===== config.mk =====
export PLATFORM = sky130hd
export DESIGN_NAME = dsc_strobe_phy
export DESIGN_NICKNAME = d
export VERILOG_FILES = /design/src/verilog/dsc_fifo.v /design/src/verilog/dsc_strobe_phy.v
export VERILOG_INCLUDE_DIRS = /design/src /design/src/verilog
export SDC_FILE = /design/constraint.sdc
export NUM_CORES = 2
export LEC_CHECK = 0
export BUFFER_PORTS_ARGS = -buffer_cell sky130_fd_sc_hd__buf_2
export CAP_MARGIN = 20
export CORE_ASPECT_RATIO = 1.2
export CORE_MARGIN = 10
export CORE_UTILIZATION = 55
export CTS_CLUSTER_SIZE = 20
export DETAILED_ROUTE_END_ITERATION = 12
export GPL_TIMING_DRIVEN = 0
export PLACE_DENSITY = 0.71
export SLEW_MARGIN = 20
export SYNTH_ARGS = -nofsm -noshare
export SYNTH_HDL_FRONTEND = slang
export SYNTH_SLANG_ARGS = --single-unit
export TNS_END_PERCENT = 30

===== constraint.sdc =====
create_clock -name mclk -period 14.4 [get_ports mclk]
set_clock_uncertainty 0.05 [all_clocks]
set_input_delay 2.16 -clock mclk [delete_from_list [all_inputs] [get_ports mclk]]
set_output_delay 2.16 -clock mclk [all_outputs]
set_load 0.005 [all_outputs]

===== src/verilog/dsc_consts.vh =====
// Constants shared by the strobe capture physical layer files
`ifndef DSC_CONSTS_VH
`define DSC_CONSTS_VH

// ****************************************************************
// Bus modes and lane masks
// ****************************************************************
`define DSC_MODE_X8 2'h0
`define DSC_MODE_X16 2'h1
`define DSC_MODE_X32 2'h2
`define DSC_MASK_X8 32'h000000FF
`define DSC_MASK_X16 32'h0000FFFF
`define DSC_MASK_X32 32'hFFFFFFFF

// ****************************************************************
// Strobe groups per side (top or bottom)
// ****************************************************************
`define DSC_GROUPS_X8_SIDE 5'h0A
`define DSC_GROUPS_X16_SIDE 5'h04
`define DSC_GROUPS_X32_SIDE 5'h02

// ****************************************************************
// Phase shift: degrees, and fraction of a period in 1/256 units
// ****************************************************************
`define DSC_PHASE_DDR_DEG 90
`define DSC_PHASE_FCRAM_DEG 72
`define DSC_FRAC_DDR 8'h40
`define DSC_FRAC_FCRAM 8'h33
`define DSC_PHASE_DDR 1'b0
`define DSC_PHASE_FCRAM 1'b1

// ****************************************************************
// Timing counts
// ****************************************************************
`define DSC_LOCK_REF_CYCLES 9'h100
`define DSC_REF_TIMEOUT 8'hFF
`define DSC_TX_PERIOD 8'h08
`define DSC_TX_HALF 3'h4
`define DSC_TX_LAST 3'h7
`define DSC_TX_MID 3'h3
`define DSC_MAX_MHZ_DDR 200
`define DSC_MAX_MHZ_QDR 167

// ****************************************************************
// Write buffer shape
// ****************************************************************
`define DSC_FIFO_DEPTH 16
`define DSC_FIFO_AW 4
`define DSC_WORD_W 64

`endif


===== src/verilog/dsc_fifo.v =====
// Write data buffer with registered read data and valid/ready on both sides
`timescale 1ns/10ps
`default_nettype none

module dsc_fifo #(
  parameter WIDTH = 64,
  parameter DEPTH = 16,
  parameter AW = 4
) (
  input wire mclk,
  input wire sysRst,
  input wire inValid,
  output reg inReady,
  input wire [WIDTH-1:0] inData,
  output reg outValid,
  input wire outReady,
  output reg [WIDTH-1:0] outData
);

  // ****************************************************************
  // Storage and pointers
  // ****************************************************************
  reg [WIDTH-1:0] mem [0:DEPTH-1];
  reg [AW-1:0] wrPtr_r;
  reg [AW-1:0] rdPtr_r;
  reg [AW:0] count_r;
  reg [AW:0] count_nxt;
  wire push;
  wire load;
  // Stored-word count at which the buffer refuses more
  localparam [AW:0] FULL_CNT = DEPTH;

  assign push = inValid & inReady;
  // Output register refills when empty or when drained this cycle
  assign load = (count_r != {(AW+1){1'b0}}) & (~outValid | outReady);

  always @* begin
    count_nxt = count_r;
    if (push & ~load) begin
      count_nxt = count_r + 1'b1;
    end else if (load & ~push) begin
      count_nxt = count_r - 1'b1;
    end
  end

  always @(posedge mclk) begin
    if (push) begin
      mem[wrPtr_r] <= inData;
    end
  end

  always @(posedge mclk) begin
    if (sysRst) begin
      wrPtr_r <= {AW{1'b0}};
      rdPtr_r <= {AW{1'b0}};
      count_r <= {(AW+1){1'b0}};
      inReady <= 1'b0;
      outValid <= 1'b0;
      outData <= {WIDTH{1'b0}};
    end else begin
      count_r <= count_nxt;
      // Registered ready: honest full, one cycle of margin never needed
      inReady <= (count_nxt != FULL_CNT);
      if (push) begin
        wrPtr_r <= wrPtr_r + 1'b1;
      end
      if (load) begin
        outData <= mem[rdPtr_r];
        rdPtr_r <= rdPtr_r + 1'b1;
        outValid <= 1'b1;
      end else if (outReady) begin
        outValid <= 1'b0;
      end
    end
  end

endmodule // dsc_fifo
`default_nettype wire


===== src/verilog/dsc_strobe_phy.v =====
// Strobe group capture and launch logic for double-rate memory pins
`timescale 1ns/10ps
`default_nettype none
`include "dsc_consts.vh"

module dsc_strobe_phy (
  input wire mclk,
  input wire sysRst,
  input wire [1:0] modeSel,
  input wire phaseSel,
  input wire [4:0] groupSel,
  input wire refClkPin,
  input wire dqsIn,
  input wire [31:0] dqIn,
  input wire wrValid,
  input wire [63:0] wrData,
  output wire wrReady,
  output reg [31:0] dqOut_r,
  output reg dqOeN_r,
  output reg dqsOut_r,
  output reg dqsOeN_r,
  output reg [63:0] rdData_r,
  output reg rdValid_r,
  output reg phaseLocked_r,
  output reg groupErr_r
);

  // ****************************************************************
  // Functions
  // ****************************************************************
  function [31:0] laneMask;
    input [1:0] mode;
    begin
      case (mode)
        `DSC_MODE_X8: laneMask = `DSC_MASK_X8;
        `DSC_MODE_X16: laneMask = `DSC_MASK_X16;
        `DSC_MODE_X32: laneMask = `DSC_MASK_X32;
        default: laneMask = 32'h00000000;
      endcase
    end
  endfunction

  function [4:0] sideGroups;
    input [1:0] mode;
    begin
      case (mode)
        `DSC_MODE_X8: sideGroups = `DSC_GROUPS_X8_SIDE;
        `DSC_MODE_X16: sideGroups = `DSC_GROUPS_X16_SIDE;
        `DSC_MODE_X32: sideGroups = `DSC_GROUPS_X32_SIDE;
        default: sideGroups = 5'h00;
      endcase
    end
  endfunction

  // Fraction of a period; rounds down so the edge never lands late
  function [7:0] phaseDelay;
    input [7:0] period;
    input sel;
    reg [15:0] prod;
    begin
      prod = period * (sel ? `DSC_FRAC_FCRAM : `DSC_FRAC_DDR);
      phaseDelay = prod[15:8];
    end
  endfunction

  // ****************************************************************
  // Pin synchronisers
  // ****************************************************************
  reg refS1_r;
  reg refS2_r;
  reg refPrev_r;
  reg dqsS1_r;
  reg dqsS2_r;
  reg dqsPrev_r;
  reg [31:0] dqS1_r;
  reg [31:0] dqS2_r;

  always @(posedge mclk) begin
    if (sysRst) begin
      refS1_r <= 1'b0;
      refS2_r <= 1'b0;
      refPrev_r <= 1'b0;
      dqsS1_r <= 1'b0;
      dqsS2_r <= 1'b0;
      dqsPrev_r <= 1'b0;
      dqS1_r <= 32'h00000000;
      dqS2_r <= 32'h00000000;
    end else begin
      refS1_r <= refClkPin;
      refS2_r <= refS1_r;
      refPrev_r <= refS2_r;
      dqsS1_r <= dqsIn;
      dqsS2_r <= dqsS1_r;
      dqsPrev_r <= dqsS2_r;
      // Data and strobe take equal stages so their skew is kept
      dqS1_r <= dqIn;
      dqS2_r <= dqS1_r;
    end
  end

  wire refRise;
  wire dqsRise;
  wire dqsFall;
  wire [31:0] mask;
  wire groupOk;

  assign refRise = refS2_r & ~refPrev_r;
  assign dqsRise = dqsS2_r & ~dqsPrev_r;
  assign dqsFall = ~dqsS2_r & dqsPrev_r;
  assign mask = laneMask(modeSel);
  assign groupOk = (groupSel < sideGroups(modeSel));

  // ****************************************************************
  // Phase reference: period measure and lock
  // ****************************************************************
  reg [7:0] refCnt_r;
  reg [7:0] refPeriod_r;
  reg [8:0] lockCnt_r;
  reg phaseSelPrev_r;

  always @(posedge mclk) begin
    if (sysRst) begin
      refCnt_r <= 8'h00;
      refPeriod_r <= 8'h00;
      lockCnt_r <= 9'h000;
      phaseLocked_r <= 1'b0;
      phaseSelPrev_r <= 1'b0;
    end else begin
      phaseSelPrev_r <= phaseSel;
      if (phaseSel != phaseSelPrev_r) begin
        // A new phase setting restarts the lock count; the period measure holds its count for that cycle
        lockCnt_r <= 9'h000;
        phaseLocked_r <= 1'b0;
      end else if (refRise) begin
        refCnt_r <= 8'h00;
        refPeriod_r <= refCnt_r + 8'h01;
        if (lockCnt_r == `DSC_LOCK_REF_CYCLES - 9'h001) begin
          phaseLocked_r <= 1'b1;
        end else begin
          lockCnt_r <= lockCnt_r + 9'h001;
        end
      end else if (refCnt_r == `DSC_REF_TIMEOUT) begin
        // Stopped reference clock: the delay can no longer be trusted
        lockCnt_r <= 9'h000;
        phaseLocked_r <= 1'b0;
      end else begin
        refCnt_r <= refCnt_r + 8'h01;
      end
    end
  end

  // ****************************************************************
  // Strobe delay and double-rate capture
  // ****************************************************************
  reg [7:0] dlyCnt_r;
  reg dlyArm_r;
  reg dlyFall_r;
  reg [31:0] riseBits_r;
  wire [7:0] rxDelay;
  wire rxEnable;

  assign rxDelay = phaseDelay(refPeriod_r, phaseSel);
  // Own driving blocks capture, but with the DDR phase the own strobe's last fall is sampled in the first cycle after release
  assign rxEnable = phaseLocked_r & groupOk & dqOeN_r;

  always @(posedge mclk) begin
    if (sysRst) begin
      dlyCnt_r <= 8'h00;
      dlyArm_r <= 1'b0;
      dlyFall_r <= 1'b0;
      riseBits_r <= 32'h00000000;
      rdData_r <= 64'h0000000000000000;
      rdValid_r <= 1'b0;
    end else begin
      rdValid_r <= 1'b0;
      if ((dqsRise | dqsFall) & rxEnable) begin
        dlyCnt_r <= rxDelay;
        dlyArm_r <= 1'b1;
        dlyFall_r <= dqsFall;
      end else if (dlyArm_r & (dlyCnt_r != 8'h00)) begin
        dlyCnt_r <= dlyCnt_r - 8'h01;
      end else if (dlyArm_r) begin
        dlyArm_r <= 1'b0;
        if (!dlyFall_r) begin
          riseBits_r <= dqS2_r & mask;
        end else begin
          // Held first bit pairs with the second on one edge
          rdData_r <= {dqS2_r & mask, riseBits_r};
          rdValid_r <= phaseLocked_r;
        end
      end
    end
  end

  // ****************************************************************
  // Write buffer
  // ****************************************************************
  wire [63:0] txWord;
  wire txValid;
  wire txPop;
  reg txArm_r;

  dsc_fifo #(
    .WIDTH(`DSC_WORD_W),
    .DEPTH(`DSC_FIFO_DEPTH),
    .AW(`DSC_FIFO_AW)
  ) uWrFifo (
    .mclk(mclk),
    .sysRst(sysRst),
    .inValid(wrValid),
    .inReady(wrReady),
    .inData(wrData),
    .outValid(txValid),
    .outReady(txPop),
    .outData(txWord)
  );

  // ****************************************************************
  // Double-rate launch
  // ****************************************************************
  reg [2:0] txPhase_r;
  reg [31:0] txFall_r;
  reg txLive_r;
  wire [7:0] txShiftFull;
  wire [2:0] txShift;
  wire [2:0] txRel;

  assign txPop = (txPhase_r == `DSC_TX_LAST) & txArm_r;
  assign txShiftFull = phaseDelay(`DSC_TX_PERIOD, phaseSel);
  // Shift is under one launch period, so three bits always hold it
  assign txShift = txShiftFull[2:0];
  assign txRel = txPhase_r + 3'h1 - txShift;

  always @(posedge mclk) begin
    if (sysRst) begin
      txPhase_r <= 3'h0;
      txFall_r <= 32'h00000000;
      txArm_r <= 1'b0;
      txLive_r <= 1'b0;
      dqOut_r <= 32'h00000000;
      dqOeN_r <= 1'b1;
      dqsOut_r <= 1'b0;
      dqsOeN_r <= 1'b1;
      groupErr_r <= 1'b0;
    end else begin
      txPhase_r <= txPhase_r + 3'h1;
      groupErr_r <= ~groupOk;
      if (txPhase_r == `DSC_TX_MID) begin
        // Enable turns on only at the falling edge of the launch clock; it is released at the rising edge
        if (txValid & groupOk) begin
          txArm_r <= 1'b1;
          dqOeN_r <= 1'b0;
          dqsOeN_r <= 1'b0;
        end else begin
          txArm_r <= 1'b0;
        end
        dqOut_r <= txFall_r;
      end else if (txPhase_r == `DSC_TX_LAST) begin
        if (txArm_r) begin
          dqOut_r <= txWord[31:0] & mask;
          txFall_r <= txWord[63:32] & mask;
          txLive_r <= 1'b1;
        end else begin
          // Back-to-back words keep the bus driven with no idle gap
          dqOeN_r <= 1'b1;
          dqsOeN_r <= 1'b1;
          txLive_r <= 1'b0;
        end
      end
      // Strobe stays low in the preamble, then runs shifted
      if (txLive_r | txPop) begin
        dqsOut_r <= (txRel < `DSC_TX_HALF);
      end else begin
        dqsOut_r <= 1'b0;
      end
    end
  end

endmodule // dsc_strobe_phy
`default_nettype wire


# After elaboration in Yosys (flattened, before gate mapping)

Memory sizes are Yosys's and may differ from the RTL's. A register that Yosys moved wholly into a read port is not among the register bits.
Index checks and enable logic that the tools add are counted.
W data, S select, Z words.

Bits in registers: 291
Latch bits: 0
RAM bits: 1024
Memory bits (read-only): 0
Input port bits: 109
Output and inout bits: 103
Memories kept: 1

Add/subtract/negate cells: 9
Multipliers: 1
Div/mod/pow operators: 0
Order comparisons: 2
Equal/unequal tests: 14
Shift-type cells: 0
Multiplexer cells: 30
Bitwise operators: 33
Reductions and logical operators: 21

Memories:

| name        | depth | width | rd ports | clocked after Yosys merged registers in | write ports | RTL line      | text |
|---|---|---|---|---|---|---|---|
| uWrFifo.mem | 16    | 64    | 1        | 1                                       | 1           | dsc_fifo.v:23 | `reg [WIDTH-1:0] mem [0:DEPTH-1];` |

Operator list:

| kind                  | number |
|---|---|
| $and A32 B32 Y32      | 3 |
| $mux W32              | 3 |
| $pmux W32 S3          | 1 |
| $mux W8               | 4 |
| $mux W9               | 3 |
| $mul A8 B16 Y16       | 1 |
| $mux W1               | 15 |
| $not A1 Y1            | 14 |
| $and A1 B1 Y1         | 13 |
| $pmux W4 S3           | 1 |
| $reduce_and A2 Y1     | 6 |
| $mux W5               | 2 |
| $reduce_bool A2 Y1    | 5 |
| $add A9 B1 Y9 const B | 1 |
| $eq A9 B8 Y1 const B  | 1 |
| $add A4 B1 Y4 const B | 2 |
| $add A8 B1 Y8 const B | 1 |
| $eq A8 B8 Y1 const B  | 1 |
| $reduce_and A4 Y1     | 2 |
| $reduce_bool A8 Y1    | 1 |
| $sub A8 B1 Y8 const B | 1 |
| $mux W7               | 1 |
| $ne A2 B1 Y1 const B  | 3 |
| $ne A2 B2 Y1 const B  | 3 |
| other kinds (18)      | 22 |

# Depth between registers and ports, before layout

Depth after elaboration: 8
Mapped depth: 15
Gate-level depth less buffers: 13

# Modules after synthesis

A second synthesis with hierarchy kept.

Cell total of the unflattened synthesis: 3206
Area total of the unflattened synthesis: 53176.0 um^2

By module, submodules not included:

| module         | times used | cells an instance | area each (um^2) | sequential area each (um^2) |
|---|---|---|---|---|
| dsc_fifo       | 1          | 1892              | 41788.8          | 32331.0 |
| dsc_strobe_phy | 1          | 1314              | 11387.2          | 5525.3 |

# Worst setup path before layout

No wires, ideal clock.

Kind: input port to flip-flop
From: in wrValid
To: mem uWrFifo.mem[3][0] (enable)
Library setup time: 0.564 ns
Arrival: 7.172 ns
Data required time: 13.786 ns
Setup slack: 6.614 ns
Cell stages on the path: 4
Buffers on the path: 1
Path through: and2_1 clkbuf_1 nand2_1 nor3_1

Word-level cells in the longest chain between the ends: 3

Ends and longest elaborated chain:

| what                          | RTL line            | text |
|---|---|---|
| from (decl)                   | dsc_strobe_phy.v:15 | `input wire wrValid,` |
| $and A1 B1 Y1                 | dsc_fifo.v:33       | `assign push = inValid & inReady;` |
| $mux W1                       | dsc_fifo.v:47       | `if (push) begin` |
| $mux W1 (implied by the code) | dsc_fifo.v:48       | `mem[wrPtr_r] <= inData;` |
| to (decl)                     | dsc_fifo.v:23       |  |

No other way between the ends.

# Final worst setup path

From: in phaseSel
To: reg dlyCnt_r[6]

Word-level cells in the longest chain between the ends: 3

Ends and longest elaborated chain:

| what                     | RTL line             | text |
|---|---|---|
| from (decl)              | dsc_strobe_phy.v:10  | `input wire phaseSel,` |
| $mux W7 (no source line) | --                   |  |
| $mul A8 B16 Y16          | dsc_strobe_phy.v:61  | `` prod = period * (sel ? `DSC_FRAC_FCRAM : `DSC_FRAC_DDR); `` |
| $mux W8                  | dsc_strobe_phy.v:176 | `if ((dqsRise \| dqsFall) & rxEnable) begin` |
| to (signal assigned)     | dsc_strobe_phy.v:177 | `dlyCnt_r <= rxDelay;` |
| to (signal assigned)     | dsc_strobe_phy.v:181 | `dlyCnt_r <= dlyCnt_r - 8'h01;` |
| to (decl)                | dsc_strobe_phy.v:155 | `reg [7:0] dlyCnt_r;` |

No other way between the ends.
A chain may end at the register's enable or synchronous reset.

==> flow_summary.yaml <==
outcome:
  status: "finished, final reports clean"
global_routing:
  grtUsageMet1: 0.322
  globalRouteOverflowTotal: 0
  grt.met2_usage: 0.436
  use_met3: 0.0538
  grt_usage: 0.255
  busiest_layer: "met2"
  grt_pass1_wl_mm: 201
  grt_max_degree: 19
  antenna_found_initial: 17
  grt_pass1_vias: 30500
clock_tree:
  cts_tree: "built"
  cts.sinks: 1379
  htree_num_levels: 4
  clk_pin_slew_worst_paths_ns: 0.06
  cts_resized: 0
  numCtsBuffers: 130
  clk_latency_ns: 0.75
  postCtsSetupBuffers: 0
  root_buffer: "clkbuf_16"
  ctsHoldBuffers: 0
  clock_path_buffers: 3
sta:
  drv_slew: 0
  rsz0062_at_grt: "false"
  worstMarginPinSlew_ns: 1.15
  setup-tns-final_ns: 0
  hold_viol: 0
  period_minus_slack_ns: 6.34
  period_share: 0.440
  setup_viol: 0
  fmax_mhz: 158
  relSlewSlack: 0.236
die:
  io_pins: 212
  die_width_um: 302
  core_um2: 95000
  start_util: 0.553
  die_y_um: 358
  rows: 124
  dieArea_um2: 108000
route:
  drt-total-wl_mm: 138
  drt_first_pass_iters: 8
  detail-route-antenna-nets: 0
  wl_per_cell_um: 28.3
  route.detailed.drc: 0
  via_per_inst: 6.17
  drt_iter0_markers: 3587
  via_count: 30100
final_layout:
  fill_cells: 6441
  layout.nets: 3680
  drive_above_1_share: 0.249
  final_cells: 4869
  synthToLayoutAreaGrowth_pct: 16.6
  finalCoreUtilization: 0.645
synthesis:
  synth-edff-count: 1024
  ys_types: 71
  async_flop_share: 0
  yosysWarnings: 0
  synth-seq-cells: 1379
  syn_nets: 3244
  synth.avg_cell_area_um2: 17.1
  syn-cell-area_um2: 52500
  synthCells: 3062
  ys_seq_area_frac: 0.721
  synthFlopType: "edfxtp_1"
placed_design:
  port_buffers: 210
  gp_congestion: 0.909
  hpwlAfterDp_mm: 94.6
  dp.cells: 4624
setup_path:
  cp-startpoint: "phaseSel"
  crit-reg2reg-launch: "refPeriod_r[1]$_SDFFE_PP0P_"
  cp.buffers_inverters: 5
  slowest_delay_ns: 0.78
  required_ns: 14.96
  cpMostUsedCell: "ha_1"
  cp_max_fo: 10
  cp-end-kind: "flip-flop"
  critPathKind: "input port to flip-flop"
  path_cells: "buf_2, clkbuf_1, clkbuf_1, and2_1, ha_1, inv_1, fa_1, inv_1, ha_1, fa_1, ha_1, nand3_1, o311ai_0, a2111oi_0, or3b_1"
  critPathSlowestCell: "o311ai_0"
  cp-start-kind: "input port"
  cp.arrival_ns: 6.90
  critPathTopFamily: "adder cells"
hold_path:
  hp-start: "dqS1_r[4]$_SDFF_PP0_"
  hp-class: "flip-flop to flip-flop"
pwr:
  total_power_w: 0.00943
  power-per-cell-area_nw_per_um2: 154
  ir_drop_mv: 0.120
  p_leak_nw: 20.3
run:
  drv_cap: 0
-- power by group --
group	internal [W]	switching [W]	leakage (nW)
Clock	0.00201	0.00148	2.12
Sequential	0.00437	0.0000784	12.1
Combinational	0.000654	0.000832	6.10
Total	0.00703	0.00239	20.3
-- layout by cell type, fill, tap and decap left out, drive strengths merged, types with 5 or more instances in the layout --
cell type	count
nand2b	9
o21ai	15
mux4	320
nor2b	82
nand2	340
xor2	8
clkinv	38
nand3	86
nor2	104
a222oi	32
clkbuf	308
inv	37
nor3	17
clkinvlp	10
a211oi	11
fa	5
mux2i	5
nand3b	13
mux2	6
o311ai	5
ha	68
edfxtp	1024
nand4	7
dfxtp	355
diode	5
and2	15
xnor2	15
a21oi	229
buf	359
bufinv	11
-- synth_stat cells (13+ instances only) --
cell	instances	share of area
nand3_1	86	0.0082
dfxtp_1	355	0.14
edfxtp_1	1024	0.59
inv_1	30	0.0021
ha_1	68	0.016
mux4_2	320	0.14
and2_1	14	0.0017
a21oi_1	229	0.022
nand2_1	340	0.024
nand3b_1	13	0.0019
buf_1	20	0.0014
nor3_1	17	0.0016
o21ai_0	14	0.0013
nor2b_1	82	0.0098
a222oi_1	32	0.0061
clkbuf_1	132	0.0094
nor2_1	104	0.0074
buf_2	32	0.0031
xnor2_1	15	0.0025
-- worst register-to-register path, stage by stage (launching register included) --
cell and delay, ns:
dfxtp_1 0.33, mux2_2 0.28, ha_1 0.28, inv_1 0.05, fa_1 0.50, inv_1 0.04
ha_1 0.29, fa_1 0.46, ha_1 0.35, nand3_1 0.17, o311ai_0 0.78, a2111oi_0 0.26
or3b_1 0.41
-- through the flow --
| step | worst slack, ns | hold WS [ns] | cell area (um^2) |
|---|---|---|---|
| 2_1_floorplan | 6.61 | 0.364 | 52500 |
| 3_3_place_gp | 0.471 | 0.374 | 55100 |
| 3_5_place_dp | 7.45 | 0.375 | 56800 |
| 4_1_cts | 8.19 | 0.392 | 61200 |
| 5_1_grt | 7.88 | 0.403 | 61200 |
| 6_report | 8.06 | 0.386 | 61200 |
-- worst paths after layout --
| path | end | slack (ns) | depth (start not counted) |
|---|---|---|---|
| max reg2reg | dlyCnt_r[6]$_SDFFE_PP0N_ | 10.05 | 12 |
| min | dqS2_r[4]$_SDFF_PP0_ | 0.39 | 1 |
| max | dlyCnt_r[6]$_SDFFE_PP0N_ | 8.06 | 15 |
| min reg2reg | dqS2_r[4]$_SDFF_PP0_ | 0.39 | 1 |
-- kinds of logic after synthesis --
logic type / count (synthesis) / synth area share
AOI/OAI and AO/OA: 335 / 0.0391
xor gates and xnor gates: 23 / 0.00384
adders and majority gates: 73 / 0.0181
buffers and inverters: 221 / 0.0175
DFF: 1379 / 0.721
muxes: 331 / 0.140
other: 1 / 0.0000714
and+or+nand+nor: 699 / 0.0607
-- per-layer routing --
layer | vias to the layer above | wire [um]
li1 | 12800 | -
met1 | 15400 | 51200
met2 | 1571 | 69900
met3 | 281 | 12000
met4 | 16 | 4550
met5 | - | 97
-- state kept, by name, summed over array words and instances, names as in the netlist, 9 cells and up --
register / cells
dqOut_r: 32
dqS1_r: 32
dqS2_r: 32
lockCnt_r: 9
rdData_r: 64
riseBits_r: 32
txFall_r: 32
uWrFifo.mem: 1024
uWrFifo.outData: 64
-- final cells by class --
cell class | count | area (um^2) | area share
flip-flops and latches | 1379 | 37900 | 0.619
multi-input cells | 1462 | 13800 | 0.226
clock buffers | 172 | 3670 | 0.0600
repair buffers | 304 | 2640 | 0.0431
well taps | 1260 | 1580 | 0.0258
plain buffers | 191 | 811 | 0.0132
clock inverters | 66 | 693 | 0.0113
inverters | 30 | 113 | 0.00184
diodes | 5 | 12.5 | 0.000204
(Power assumes the default switching activity.)
